File: config.mk
export PLATFORM = sky130hd
export DESIGN_NAME = cicie_top
export DESIGN_NICKNAME = d
export VERILOG_FILES = /design/src/include/cicie_pkg.sv /design/src/include/cicie_evt_if.sv /design/src/core/cicie_evt_latch.sv /design/src/core/cicie_top.sv
export SDC_FILE = /design/constraint.sdc
export NUM_CORES = 1
export LEC_CHECK = 0
export BUFFER_PORTS_ARGS = -buffer_cell sky130_fd_sc_hd__buf_2
export CORE_MARGIN = 2
export CORE_UTILIZATION = 51
export DETAILED_ROUTE_END_ITERATION = 7
export PLACE_DENSITY = 0.88
export SLEW_MARGIN = 20
export SYNTH_ARGS = -nofsm -noshare
export SYNTH_HDL_FRONTEND = slang
export SYNTH_SLANG_ARGS = --single-unit
File: constraint.sdc
create_clock -name clk_in -period 1.84 [get_ports clk_in]
set_input_delay 0 -clock clk_in [delete_from_list [all_inputs] [get_ports clk_in]]
set_output_delay 0 -clock clk_in [all_outputs]
set_load 0.03 [all_outputs]
File: src/include/cicie_pkg.sv
// package: register map, field positions, reset values for the interrupt enable control block
package cicie_pkg;
  localparam logic [7:0] CICIE_ADDR_CTRL = 8'h00;
  localparam logic [7:0] CICIE_ADDR_STATUS = 8'h01;
  localparam logic [7:0] CICIE_ADDR_MASK = 8'h02;
  localparam int CICIE_BIT_RESET_REQ = 0;
  localparam int CICIE_BIT_RX = 1;
  localparam int CICIE_BIT_TX = 2;
  localparam int CICIE_BIT_ERR = 3;
  localparam int CICIE_BIT_OVR = 4;
  localparam int CICIE_BIT_ONE = 5;
  localparam int CICIE_BIT_COMPAT = 6;
  localparam int CICIE_BIT_ZERO = 7;
  localparam logic [7:0] CICIE_CTRL_RESET = 8'h01;
  localparam logic [3:0] CICIE_EVT_RESET = 4'h0;
  localparam logic [3:0] CICIE_MASK_RESET = 4'hf;
  localparam logic [7:0] CICIE_UNMAPPED = 8'h00;
  localparam int CICIE_NUM_EVT = 4;
endpackage

File: src/include/cicie_evt_if.sv
// interface: event pulses and gating enables between the top and the event latch
`timescale 1ns/1ns
interface cicie_evt_if;
  logic [3:0] pulse;
  logic [3:0] enable;
  logic [3:0] clear;
  logic [3:0] sticky;
  modport ctrl (output pulse, output enable, output clear, input sticky);
  modport latch (input pulse, input enable, input clear, output sticky);
endinterface

File: src/core/cicie_evt_latch.sv
// module: sticky event bits, one per interrupt source
`timescale 1ns/1ns
module cicie_evt_latch (
  input wire logic clk_in,
  input wire logic reset_in,
  cicie_evt_if.latch evt
);
  import cicie_pkg::*;
  ////////////////////////////////////////////////////////////////////////
  genvar gi;
  generate
    for (gi = 0; gi < CICIE_NUM_EVT; gi++) begin : g_evt
      logic sticky_ff;
      // set wins over clear so a same-cycle event is never lost
      always_ff @(posedge clk_in or posedge reset_in) begin
        if (reset_in) begin
          sticky_ff <= 1'b0;
        end else if (evt.pulse[gi] && evt.enable[gi]) begin
          sticky_ff <= 1'b1;
        end else if (evt.clear[gi]) begin
          sticky_ff <= 1'b0;
        end
      end
      assign evt.sticky[gi] = sticky_ff;
    end
  endgenerate
endmodule // cicie_evt_latch

File: src/core/cicie_top.sv
// module: interrupt enable control register with gated interrupt output
`timescale 1ns/1ns
module cicie_top (
  input wire logic clk_in,
  input wire logic reset_in,
  input wire logic [7:0] addr_in,
  input wire logic [7:0] wdata_in,
  input wire logic wr_in,
  input wire logic rd_in,
  output logic [7:0] rdata_out,
  input wire logic overrun_in,
  input wire logic err_change_in,
  input wire logic tx_done_in,
  input wire logic rx_ok_in,
  input wire logic bus_off_in,
  output logic reset_mode_out,
  output logic abort_frame_out,
  output logic irq_out
);
  import cicie_pkg::*;

  logic [7:0] ctrl_ff;
  logic [7:0] nxt_ctrl;
  logic [3:0] mask_ff;
  logic [7:0] rdata_ff;
  logic reset_mode_q_ff;
  logic [7:0] ctrl_view;
  cicie_evt_if evt ();

  ////////////////////////////////////////////////////////////////////////
  // control register; bit 0 forced on by bus-off, bit 7 not stored
  always_comb begin
    nxt_ctrl = ctrl_ff;
    if (wr_in && addr_in == CICIE_ADDR_CTRL) begin
      nxt_ctrl = wdata_in;
      nxt_ctrl[CICIE_BIT_ZERO] = 1'b0;
    end
    if (bus_off_in) begin
      nxt_ctrl[CICIE_BIT_RESET_REQ] = 1'b1;
    end
  end

  always_ff @(posedge clk_in or posedge reset_in) begin
    if (reset_in) begin
      ctrl_ff <= CICIE_CTRL_RESET;
    end else begin
      ctrl_ff <= nxt_ctrl;
    end
  end

  // mask register, 1 lets a latched event reach irq_out
  always_ff @(posedge clk_in or posedge reset_in) begin
    if (reset_in) begin
      mask_ff <= CICIE_MASK_RESET;
    end else if (wr_in && addr_in == CICIE_ADDR_MASK) begin
      mask_ff <= wdata_in[3:0];
    end
  end

  ////////////////////////////////////////////////////////////////////////
  // event order in the latch: rx, tx, err, overrun at bits 0..3
  assign evt.pulse = {overrun_in, err_change_in, tx_done_in, rx_ok_in};
  assign evt.enable = {ctrl_ff[CICIE_BIT_OVR], ctrl_ff[CICIE_BIT_ERR],
                       ctrl_ff[CICIE_BIT_TX], ctrl_ff[CICIE_BIT_RX]};
  assign evt.clear = (wr_in && addr_in == CICIE_ADDR_STATUS) ? wdata_in[3:0] : 4'h0;

  cicie_evt_latch u_latch (
    .clk_in(clk_in),
    .reset_in(reset_in),
    .evt(evt)
  );

  // level interrupt while any unmasked sticky bit is set
  assign irq_out = |(evt.sticky & mask_ff);

  ////////////////////////////////////////////////////////////////////////
  // reset mode and a one-cycle abort on entry
  assign reset_mode_out = ctrl_ff[CICIE_BIT_RESET_REQ];
  // follower starts at one so leaving reset never fakes an abort
  always_ff @(posedge clk_in or posedge reset_in) begin
    if (reset_in) begin
      reset_mode_q_ff <= 1'b1;
    end else begin
      reset_mode_q_ff <= ctrl_ff[CICIE_BIT_RESET_REQ];
    end
  end
  assign abort_frame_out = ctrl_ff[CICIE_BIT_RESET_REQ] && !reset_mode_q_ff;

  ////////////////////////////////////////////////////////////////////////
  // read path, data valid the cycle after rd_in
  // idle cycles return zero so stale data never looks like a fresh answer
  always_comb begin
    ctrl_view = ctrl_ff;
    ctrl_view[CICIE_BIT_ONE] = 1'b1;
  end

  always_ff @(posedge clk_in or posedge reset_in) begin
    if (reset_in) begin
      rdata_ff <= CICIE_UNMAPPED;
    end else if (rd_in) begin
      case (addr_in)
        CICIE_ADDR_CTRL: rdata_ff <= ctrl_view;
        CICIE_ADDR_STATUS: rdata_ff <= {4'h0, evt.sticky};
        CICIE_ADDR_MASK: rdata_ff <= {4'h0, mask_ff};
        default: rdata_ff <= CICIE_UNMAPPED;
      endcase
    end else begin
      rdata_ff <= CICIE_UNMAPPED;
    end
  end
  assign rdata_out = rdata_ff;

  ////////////////////////////////////////////////////////////////////////
  // assertions; each label line names the behaviour it guards
  // all run on clk_in and stand down while reset_in is high

  // readback shows the register as it stood at the strobe; bus-off may move it later
  a_ctrl_readback: assert property (@(posedge clk_in) disable iff (reset_in)
    rd_in && addr_in == CICIE_ADDR_CTRL |=> rdata_out == $past(ctrl_view))
    else $error("ctrl readback wrong");

  // enabled overrun latches on the next edge
  a_ovr_gate: assert property (@(posedge clk_in) disable iff (reset_in)
    overrun_in && ctrl_ff[CICIE_BIT_OVR] |=> evt.sticky[3])
    else $error("overrun not latched");

  // overrun with its enable low never reaches the latch
  a_ovr_block: assert property (@(posedge clk_in) disable iff (reset_in)
    !evt.sticky[3] && !(overrun_in && ctrl_ff[CICIE_BIT_OVR]) |=> !evt.sticky[3])
    else $error("overrun latched while disabled");

  // enabled error or bus status change latches on the next edge
  a_err_gate: assert property (@(posedge clk_in) disable iff (reset_in)
    err_change_in && ctrl_ff[CICIE_BIT_ERR] |=> evt.sticky[2])
    else $error("error not latched");

  // error change with its enable low never reaches the latch
  a_err_block: assert property (@(posedge clk_in) disable iff (reset_in)
    !evt.sticky[2] && !(err_change_in && ctrl_ff[CICIE_BIT_ERR]) |=> !evt.sticky[2])
    else $error("error latched while disabled");

  // enabled transmit done latches on the next edge
  a_tx_gate: assert property (@(posedge clk_in) disable iff (reset_in)
    tx_done_in && ctrl_ff[CICIE_BIT_TX] |=> evt.sticky[1])
    else $error("tx not latched");

  // transmit done with its enable low never reaches the latch
  a_tx_block: assert property (@(posedge clk_in) disable iff (reset_in)
    !evt.sticky[1] && !(tx_done_in && ctrl_ff[CICIE_BIT_TX]) |=> !evt.sticky[1])
    else $error("tx latched while disabled");

  // enabled clean receive latches on the next edge
  a_rx_gate: assert property (@(posedge clk_in) disable iff (reset_in)
    rx_ok_in && ctrl_ff[CICIE_BIT_RX] |=> evt.sticky[0])
    else $error("rx not latched");

  // receive with its enable low never reaches the latch
  a_rx_block: assert property (@(posedge clk_in) disable iff (reset_in)
    !evt.sticky[0] && !(rx_ok_in && ctrl_ff[CICIE_BIT_RX]) |=> !evt.sticky[0])
    else $error("rx latched while disabled");

  // reserved bit 5 always reads back as one
  a_bit5_one: assert property (@(posedge clk_in) disable iff (reset_in)
    rd_in && addr_in == CICIE_ADDR_CTRL |=> rdata_out[CICIE_BIT_ONE])
    else $error("bit 5 read zero");

  // reserved bit 7 never holds a one
  a_bit7_zero: assert property (@(posedge clk_in) disable iff (reset_in)
    !ctrl_ff[CICIE_BIT_ZERO])
    else $error("bit 7 stored one");

  // bus-off forces reset mode on the next edge, over any host write
  a_busoff_reset: assert property (@(posedge clk_in) disable iff (reset_in)
    bus_off_in |=> reset_mode_out)
    else $error("bus-off missed reset mode");

  // clearing the request bit returns to operating mode unless bus-off holds it
  a_leave_reset: assert property (@(posedge clk_in) disable iff (reset_in)
    wr_in && addr_in == CICIE_ADDR_CTRL && !wdata_in[CICIE_BIT_RESET_REQ] && !bus_off_in |=> !reset_mode_out)
    else $error("reset mode not left");

  // every entry into reset mode by host write or bus-off aborts the frame in flight
  a_abort_entry: assert property (@(posedge clk_in) disable iff (reset_in)
    $rose(reset_mode_out) |-> abort_frame_out)
    else $error("abort missing on reset mode entry");

  // abort is a single-cycle pulse
  a_abort_pulse: assert property (@(posedge clk_in) disable iff (reset_in)
    abort_frame_out |=> !abort_frame_out)
    else $error("abort longer than one cycle");

  // clearing every status bit with no event pending drops the interrupt
  a_irq_clear: assert property (@(posedge clk_in) disable iff (reset_in)
    wr_in && addr_in == CICIE_ADDR_STATUS && wdata_in[3:0] == 4'hf && (evt.pulse & evt.enable) == 4'h0
    |=> !irq_out) else $error("irq stayed after clear");

  // a fully closed mask keeps the interrupt low
  a_irq_masked: assert property (@(posedge clk_in) disable iff (reset_in)
    mask_ff == 4'h0 |-> !irq_out)
    else $error("irq high while masked");

  // read data is zero outside the answer cycle
  a_rdata_idle: assert property (@(posedge clk_in) disable iff (reset_in)
    !rd_in |=> rdata_out == CICIE_UNMAPPED)
    else $error("read data outside answer cycle");

  // main scenarios the bench should reach
  c_irq_rise: cover property (@(posedge clk_in) disable iff (reset_in) $rose(irq_out));
  c_leave_reset: cover property (@(posedge clk_in) disable iff (reset_in) $fell(reset_mode_out));
  c_abort: cover property (@(posedge clk_in) disable iff (reset_in) abort_frame_out);
  c_set_clear: cover property (@(posedge clk_in) disable iff (reset_in)
    rx_ok_in && evt.clear[0] && ctrl_ff[CICIE_BIT_RX]);
  c_bus_off: cover property (@(posedge clk_in) disable iff (reset_in) bus_off_in && !reset_mode_out);
endmodule // cicie_top

==> results of run 1 <==
worst paths after layout:
kind	end	cells past startpoint	start	slack, ps
worst min-delay path	rdata_out[4]$_DFF_PP0_	2	addr_in[1]	40
min in group asynchronous	rdata_out[3]$_DFF_PP0_	3	reset_in	380
worst max register to register	rdata_out[3]$_DFF_PP0_	3	mask_ff[3]$_DFFE_PP1P_	710
worst max-delay path	ctrl_ff[2]$_DFFE_PP0P_	5	addr_in[0]	350
max in group asynchronous	rdata_out[0]$_DFF_PP0_	3	reset_in	960
worst min register to register	reset_mode_q_ff$_DFF_PP1_	0	ctrl_ff[0]$_DFFE_PP1P_	390
stage by stage:
stage,hold WS (ps),power [mW],setup slack [ps],instances,utilization (%)
3_5_place_dp,185,0.710,536,139,62.6
3_3_place_gp,168,0.700,549,139,62.6
6_report,44.6,0.996,351,157,71.9
5_1_grt,57.1,1.03,305,157,71.9
4_1_cts,38.8,0.992,359,157,71.9
2_1_floorplan,-15.2,0.650,629,82,-
kinds of logic (layout without fill, tap and decap cells):
family | count (synthesis) | after routing | share of synthesized area, %
compound gates | 12 | 12 | 8.71
buf+inv | 6 | 54 | 3.11
flops | 22 | 22 | 55.5
mux | 13 | 13 | 14.1
other cells | 1 | 1 | 0.373
simple gates | 28 | 28 | 18.3
registers in the layout, indices dropped and copies added, names as in the netlist:
| register | flops |
|---|---|
| u_latch.g_evt.sticky_ff | 4 |
| ctrl_ff | 6 |
| mask_ff | 4 |
| rdata_out | 7 |
| reset_mode_q_ff | 1 |
area by class of cell:
cell class                      count  area, um^2
Tap cell                           27        33.8
Clock buffer                        4        36.3
Sequential cell                    22         558
Fill cell                         140         534
Timing Repair Buffer               48         315
Multi-Input combinational cell     54         417
Inverter                            2        7.51
report_power, final:
part	internal, mW	leakage [nW]	switching [mW]
sequential	0.529	0.277	0.0424
clock	0.121	0.0210	0.141
combinational	0.0871	0.379	0.0748
total	0.737	0.677	0.258
layer usage:
metal / vias up / part of all wire (%)
met2: 40 / 50
li1: 390 / -
met1: 402 / 43
met3: 6 / 6.1
met4: 0 / 1.3
met5: - / 0
timing repair:
item / CTS / global route
setup endpoints to repair: 0 / 0
gates resized for setup: 0 / 0
hold endpoints to repair: 36 / 0
hold buffers: 14 / 0
critical path: cells and delay by family:
kind	cells	cell delay (ps)
buf+inv	2	700
mux	1	380
simple gates	2	610
cells in the final DEF, fill, tap and decap left out:
| cell type | instances |
|---|---|
| buf_2 | 32 |
| dfrtp_1 | 16 |
| dlygate4sd3_1 | 14 |
| mux2_2 | 8 |
| dfstp_2 | 6 |
| nand4_1 | 5 |
| and2_1 | 4 |
| a22o_1 | 4 |
| mux2i_1 | 4 |
| nand2_1 | 4 |
| nor2b_1 | 3 |
| nor2_1 | 3 |
| or2_2 | 3 |
| a21oi_1 | 3 |
| clkbuf_4 | 3 |
| nor4b_1 | 2 |
| inv_1 | 2 |
| a22oi_1 | 2 |
| buf_4 | 2 |
| nor4_4 | 1 |
| and4b_1 | 1 |
| mux2_1 | 1 |
| nand3_2 | 1 |
| nor3_1 | 1 |
| a2bb2oi_1 | 1 |
| a41oi_1 | 1 |
| o21ai_0 | 1 |
| conb_1 | 1 |
| clkbuf_8 | 1 |
==> flow_metrics.env, run 1 <==
export IMPL_drt_iter0_drc=22
export IMPL_grt_pass1_wl_um=3840
export IMPL_maxSlewViolCount=0
export IMPL_row_count=16
export IMPL_crit_required_ps=2040
export IMPL_finalHoldViolCount=0
export IMPL_slew_headroom_pct=46.7
export IMPL_seq_area_frac_synth_pct=55.5
export IMPL_via_per_inst=5.34
export IMPL_drtAntennaViolNets=0
export IMPL_syn_inst=82
export IMPL_place_area_um2=1190
export IMPL_numCtsBuffers=3
export IMPL_clk_pin_slew_ps=120
export IMPL_setup_viol_count_final=0
export IMPL_ys_ff_latch=22
export IMPL_p_leak_nw=0.677
export IMPL_cts_buffer_depth=2
export IMPL_power_density_nw_per_um2=728
export IMPL_netlist_area_leader_share_pct=39.8
export IMPL_antenna_found_initial=0
export IMPL_first_pass_iters=4
export IMPL_worstSetupStartpointType="primary input"
export IMPL_cts_setup_buffers=0
export IMPL_grtUsageTotal_pct=21.0
export IMPL_max_freq_ghz=0.671
export IMPL_synth_warnings=0
export IMPL_portBuffers=32
export IMPL_final_nets=156
export IMPL_boundaryPins=36
export IMPL_synth_net_count=107
export IMPL_grt_busiest_layer="met2"
export IMPL_critPathArrivalTime_ps=1690
export IMPL_antenna_cells=0
export IMPL_avgSynthCellArea_um2=12.3
export IMPL_cts_tree="done"
export IMPL_die_area_um2=2340
export IMPL_yosys_top_cells_count="dfrtp_1 (16), mux2_2 (8), dfstp_2 (6)"
export IMPL_yosysTopAreaCell="dfrtp_1"
export IMPL_gp_congestion=0.785
export IMPL_hp_class="in -> reg"
export IMPL_critical_path_slowest_cell="dlygate4sd3_1"
export IMPL_dieHeight_um=48.4
export IMPL_tns_ps=0
export IMPL_met2_usage_pct=37.3
export IMPL_status="complete, no violations"
export IMPL_grt_max_degree=23
export IMPL_met3_usage_pct=2.47
export IMPL_initial_core_util_pct=52.9
export IMPL_min_period_ps=1490
export IMPL_synthTopCellsByArea="dfrtp_1 (40%), dfstp_2 (16%), mux2_2 (9.0%)"
export IMPL_die_x_um=48.4
export IMPL_synthFlopType="dfrtp_1"
export IMPL_peakVddDrop_uv=487
export IMPL_wl_per_cell_um=14.6
export IMPL_cts_root_buf="clkbuf_4"
export IMPL_worstSkewPairLatency_ps=300
export IMPL_crit_chain="dlygate4sd3_1 > buf_2 > nor2b_1 > and4b_1 > mux2_2"
export IMPL_grt_pass1_vias=845
export IMPL_crit_fanout=9
export IMPL_dp_hpwl_um=1480
export IMPL_worstSetupEndpointType="flop"
export IMPL_synth_cell_types=27
export IMPL_async_reset_ff_share_pct=100
export IMPL_syn_area_um2=1010
export IMPL_core_area_um2=1900
export IMPL_design_area_um2=1370
export IMPL_post_synth_top_count_cell="dfrtp_1"
export IMPL_grt_setup_unrepaired="false"
export IMPL_drc=0
export IMPL_tightest_slew_ps=799
export IMPL_area_growth_pct=35.9
export IMPL_slowest_delay_ps=530
export IMPL_min_period_over_period_pct=80.9
export IMPL_dr_total_vias=838
export IMPL_maxCapViolations=0
export IMPL_cts_sinks=22
export IMPL_grtUsageMet1_pct=26.9
export IMPL_synth_edf_count=0
export IMPL_skew_ps=6.76
export IMPL_critPathKind="in -> reg"
export IMPL_drt_wl_total_um=2300
export IMPL_h_tree_depth=1
export IMPL_grt_overflow=0
export IMPL_drive_gt1_share_pct=43.8
Note: power is estimated with default switching activity, not from simulation.
==> run 2: changes to the inputs <==
- ABC_AREA: default -> 1
- CORE_UTILIZATION: 51 -> 48
- PLACE_DENSITY: 0.88 -> 0.83
- clock period: 1.84 -> 1.4 ns (I/O delays scaled with it)
==> flow_metrics.env, run 2 <==
export IMPL_ys_ff_latch=22
export IMPL_antenna_cells=0
export IMPL_maxSlewViolCount=0
export IMPL_critPathArrivalTime_ps=1550
export IMPL_synth_mux_area_fraction_pct=0
export IMPL_yosys_top_cells_count="nand2_1 (37), nand3_1 (18), inv_1 (17)"
export IMPL_clk_pin_slew_ps=120
export IMPL_row_count=16
export IMPL_dr_total_vias=990
export IMPL_crit_required_ps=1650
export IMPL_drt_wl_total_um=2300
export IMPL_synth_top_family_by_area="simple AND/OR/NAND/NOR gates"
export IMPL_grt_setup_unrepaired="false"
export IMPL_hp_class="in -> reg"
export IMPL_worstSetupStartpointType="flop"
export IMPL_post_synth_top_count_cell="nand2_1"
export IMPL_wl_per_cell_um=11.3
export IMPL_p_leak_nw=0.766
export IMPL_fin_ws_ps=97.8
export IMPL_crit_buf_inv=1
export IMPL_gp_congestion=0.806
export IMPL_grtUsageTotal_pct=20.4
export IMPL_slowest_delay_ps=590
export IMPL_cts_tree="done"
export IMPL_via_per_inst=4.85
export IMPL_synth_warnings=0
export IMPL_layout_common_cells="nand2_1 (37), buf_2 (32), nand3_1 (18)"
export IMPL_avgSynthCellArea_um2=8.24
export IMPL_boundaryPins=36
export IMPL_synth_compound_area_share_pct=5.59
export IMPL_finalHoldViolCount=0
export IMPL_grt_pass1_vias=974
export IMPL_cts_buffer_depth=2
export IMPL_dp_hpwl_um=1610
export IMPL_drc=0
export IMPL_core_area_um2=2000
export IMPL_netlist_area_leader_share_pct=38.9
export IMPL_drtAntennaViolNets=0
export IMPL_numCtsBuffers=3
export IMPL_area_growth_pct=37.8
export IMPL_dp_slack_ps=348
export IMPL_final_nets=203
export IMPL_worstSetupEndpointType="flop"
export IMPL_power_density_nw_per_um2=902
export IMPL_skew_ps=0.809
export IMPL_critPathKind="reg -> reg"
export IMPL_first_pass_iters=4
export IMPL_drive_gt1_share_pct=29.9
export IMPL_fillers=180
export IMPL_synth_adder_area_share_pct=0
export IMPL_dieHeight_um=50.3
export IMPL_critical_path_slowest_cell="dfstp_2"
export IMPL_crit_chain="a21oi_2 > nand2_1 > dlygate4sd3_1"
export IMPL_portBuffers=32
export IMPL_peakVddDrop_uv=803
export IMPL_synth_xor_xnor_area_share_pct=0
export IMPL_synthTopCellsByArea="dfrtp_1 (39%), dfstp_2 (15%), nand2_1 (13%)"
export IMPL_worstSkewPairLatency_ps=300
export IMPL_layout_commonest_cell="nand2_1"
export IMPL_yosysTopAreaCell="dfrtp_1"
export IMPL_antenna_found_initial=0
export IMPL_async_reset_ff_share_pct=100
export IMPL_max_freq_ghz=0.768
export IMPL_synth_cell_types=18
export IMPL_cp_top_family="flip-flops"
export IMPL_ctsHoldBuffers=17
export IMPL_synth_net_count=150
export IMPL_drt_iter0_drc=21
export IMPL_grt_max_degree=23
export IMPL_yosys_area_share_simple_pct=31.5
export IMPL_cts_sinks=22
export IMPL_grt_overflow=0
export IMPL_synthFlopType="dfrtp_1"
export IMPL_cts_root_buf="clkbuf_4"
export IMPL_crit_fanout=5
export IMPL_min_period_ps=1300
export IMPL_cts_setup_buffers=0
export IMPL_syn_area_um2=1030
export IMPL_h_tree_depth=1
export IMPL_seq_area_frac_synth_pct=54.2
export IMPL_syn_inst=125
export IMPL_largest_reg_flops=7
export IMPL_min_period_over_period_pct=93.0
export IMPL_initial_core_util_pct=51.4
export IMPL_grt_pass1_wl_um=3990
export IMPL_tns_ps=0
export IMPL_die_x_um=50.3
export IMPL_setup_viol_count_final=0
export IMPL_synth_edf_count=0
export IMPL_cts_resized=0
export IMPL_die_area_um2=2530
export IMPL_status="complete, no violations"
export IMPL_maxCapViolations=0
-- run 2: changes by cell type after synthesis, moves of 4 or more --
cell     before  now
mux2_2        8    0
a22o_1        4    0
mux2i_1       4    0
nand4_1       5    1
nand3_1       0   18
nor2_1        3    8
inv_1         2   17
nor2_2        0    4
and2_1        4    0
nand2_1       4   37
o21ai_1       0    7
-- run 2: worst min-delay path: stages --
cell and delay (ps):
buf_2 150, nand3_1 90, nand2_1 50, nand2_1 50
-- run 2: logic make-up after synthesis --
group                  count (synthesis)
buffers and inverters                 20
other                                  1
AND/OR/NAND/NOR                       72
flip-flops                            22
AO/OA/AOI/OAI                         10
-- run 2: metal layers --
layer  track usage (%)  vias to the layer above  routed length, um
met5                 0                        -                  0
met2              38.6                       39               1240
met3              3.87                        0                162
met1              23.3                      456                895
li1                  -                      495                  -
met4              5.41                        0                  0
-- run 2: path summary, 6_finish.rpt --
path                                        start                                      to  slack (ps)  depth (start not counted)
min                                         wr_in  u_latch.g_evt[0].sticky_ff$_DFFE_PP0P_          70                          4
min reg2reg                ctrl_ff[0]$_DFFE_PP1P_               reset_mode_q_ff$_DFF_PP1_         410                          0
max                        ctrl_ff[0]$_DFFE_PP1P_                  ctrl_ff[0]$_DFFE_PP1P_         100                          3
max reg2reg                ctrl_ff[0]$_DFFE_PP1P_                  ctrl_ff[0]$_DFFE_PP1P_         100                          3
min in group asynchronous                reset_in                  rdata_out[0]$_DFF_PP0_         260                          4
max in group asynchronous                reset_in                  mask_ff[0]$_DFFE_PP1P_         870                          4
-- run 2: power by group --
group | internal [mW] | switching (mW) | total (mW)
clock network | 0.159 | 0.186 | 0.345
logic | 0.106 | 0.101 | 0.207
registers | 0.685 | 0.0423 | 0.728
-- run 2: area by class of cell --
type                       instances  area, um^2  area share (%)
clock buffer                       4        36.3            2.56
inverter                          18        67.6            4.76
multi-input combinational         83         385            27.2
sequential                        22         558            39.3
tap                               27        33.8            2.38
timing repair buffer              50         338            23.8
-- run 2: per-stage QoR --
step / utilization [%] / hold WS, ps / area [um^2] / cells / power [mW]
finish: 70.9 / 66.8 / 1420 / 204 / 1.28
global placement: 60.6 / 37.1 / 1210 / 183 / 0.870
global route: 70.9 / 76.9 / 1420 / 204 / 1.36
CTS: 70.9 / 67.6 / 1420 / 204 / 1.28
detailed placement: 60.6 / 42.8 / 1210 / 183 / 0.884
floorplan: - / -15.2 / 1030 / 125 / 0.808
==> run 3: changes to the inputs <==
- CELL_PAD_IN_SITES_DETAIL_PLACEMENT: default -> 0
- CELL_PAD_IN_SITES_GLOBAL_PLACEMENT: default -> 1
- CORE_ASPECT_RATIO: default -> 2
- CORE_UTILIZATION: 48 -> 34
- PLACE_DENSITY: 0.83 -> 0.82
==> flow_metrics.env, run 3 (same netlist as run 2, synthesis figures left out) <==
export IMPL_dieHeight_um=81.8
export IMPL_setup_viol_count_final=0
export IMPL_ff_latch_area_um2=558
export IMPL_drtAntennaViolNets=0
export IMPL_drt_wl_total_um=2380
export IMPL_maxSlewViolCount=0
export IMPL_grt_max_degree=23
export IMPL_cp_top_family="flip-flops"
export IMPL_finalHoldViolCount=0
export IMPL_cts_tree="done"
export IMPL_cts_buffer_depth=2
export IMPL_reg2reg_from="ctrl_ff[0]$_DFFE_PP1P_"
export IMPL_die_area_um2=3510
export IMPL_cts_resized=0
export IMPL_min_period_ps=1290
export IMPL_grt_pass1_wl_um=3840
export IMPL_cts_root_buf="clkbuf_8"
export IMPL_p_leak_nw=0.776
export IMPL_drive_gt1_share_pct=30.9
export IMPL_core_area_um2=2910
export IMPL_drc=0
export IMPL_grt_pass1_vias=904
export IMPL_gp_congestion=0.804
export IMPL_first_pass_iters=4
export IMPL_tns_ps=0
export IMPL_grt_overflow=0
export IMPL_numCtsBuffers=3
export IMPL_portBuffers=32
export IMPL_antenna_found_initial=0
export IMPL_cts_sinks=22
export IMPL_critical_path_slowest_cell="dfstp_2"
export IMPL_antenna_cells=0
export IMPL_power_mw=1.47
export IMPL_worstHoldStart="wr_in"
export IMPL_crit_fanout=5
export IMPL_layout_commonest_cell="nand2_1"
export IMPL_h_tree_depth=1
export IMPL_initial_core_util_pct=35.4
export IMPL_clk_pin_slew_ps=80
export IMPL_critPathKind="reg -> reg"
export IMPL_min_period_over_period_pct=91.8
export IMPL_drt_iter0_drc=14
export IMPL_design_area_um2=1440
export IMPL_layout_common_cells="nand2_1 (37), buf_2 (32), nand3_1 (18)"
export IMPL_cts_setup_buffers=0
export IMPL_area_growth_pct=39.4
export IMPL_grtUsageTotal_pct=14.7
export IMPL_crit_required_ps=1600
export IMPL_place_area_um2=1220
export IMPL_worstSetupStartpointType="flop"
export IMPL_dr_total_vias=949
export IMPL_worstSkewPairLatency_ps=250
export IMPL_hp_class="in -> reg"
export IMPL_boundaryPins=36
export IMPL_cp_startpoint="ctrl_ff[0]$_DFFE_PP1P_"
export IMPL_largest_reg_flops=7
export IMPL_slowest_delay_ps=580
export IMPL_worstSetupEndpointType="flop"
export IMPL_wl_per_cell_um=11.6
export IMPL_skew_ps=1.26
export IMPL_via_per_inst=4.63
export IMPL_max_freq_ghz=0.778
export IMPL_dp_hpwl_um=1850
export IMPL_crit_buf_inv=1
export IMPL_grt_setup_unrepaired="false"
export IMPL_die_x_um=42.9
export IMPL_fillers=299
export IMPL_status="complete, no violations"
export IMPL_final_nets=201
export IMPL_power_density_nw_per_um2=1030
export IMPL_critPathArrivalTime_ps=1490
export IMPL_multiInputGateArea_um2=385
export IMPL_maxCapViolations=0
export IMPL_row_count=28
export IMPL_crit_chain="a21oi_2 > nand2_1 > dlygate4sd3_1"
export IMPL_ctsHoldBuffers=14
export IMPL_peakVddDrop_uv=897
-- run 3: cell types whose count changed in the layout (fill, tap and decap cells not counted), sizes merged --
| cell | previous run | this run |
|---|---|---|
| buf | 33 | 34 |
| bufinv | 0 | 1 |
| clkbuf | 4 | 3 |
| dlygate4sd3 | 17 | 14 |
-- run 3: final timing paths --
check	endpoint	slack (ps)	cells past startpoint
setup / recovery	ctrl_ff[0]$_DFFE_PP1P_	110	3
hold / removal	u_latch.g_evt[3].sticky_ff$_DFFE_PP0P_	120	4
setup reg to reg	ctrl_ff[0]$_DFFE_PP1P_	110	3
hold reg to reg	reset_mode_q_ff$_DFF_PP1_	400	0
max in group asynchronous	mask_ff[2]$_DFFE_PP1P_	800	4
min in group asynchronous	rdata_out[0]$_DFF_PP0_	330	4
-- run 3: power by group --
group	switching (mW)	internal (mW)	total, mW
clock	0.195	0.381	0.577
combinational	0.0927	0.0794	0.172
sequential	0.0371	0.685	0.723
-- run 3: cell type report --
type | instances | area share [%]
flip-flops and latches | 22 | 38.9
multi-input cells | 83 | 26.9
repair buffers | 48 | 22.0
inverters | 18 | 4.71
clock buffers | 3 | 2.88
well taps | 30 | 2.62
clock inverters | 1 | 2.09
-- run 3: stage by stage --
stage	setup slack (ps)	util, %	hold WS (ps)	instances
2_1_floorplan	297	-	-15.2	125
3_3_place_gp	469	42.1	35.0	187
3_5_place_dp	451	42.1	45.7	187
4_1_cts	110	49.4	122	205
5_1_grt	63.2	49.4	137	205
6_report	114	49.4	123	205
-- run 3: routing by layer --
metal	GRT usage (%)	up-vias	wire [um]
met1	15.5	443	872
li1	-	485	-
met2	28.2	19	1400
met3	1.98	2	84
met4	5.63	0	23
met5	0	-	0
-- run 3: tightest hold or removal path, delay by kind of cell --
kind	cells	cell delay (ps)
AND/OR/NAND/NOR	3	190
buffers and inverters	1	160
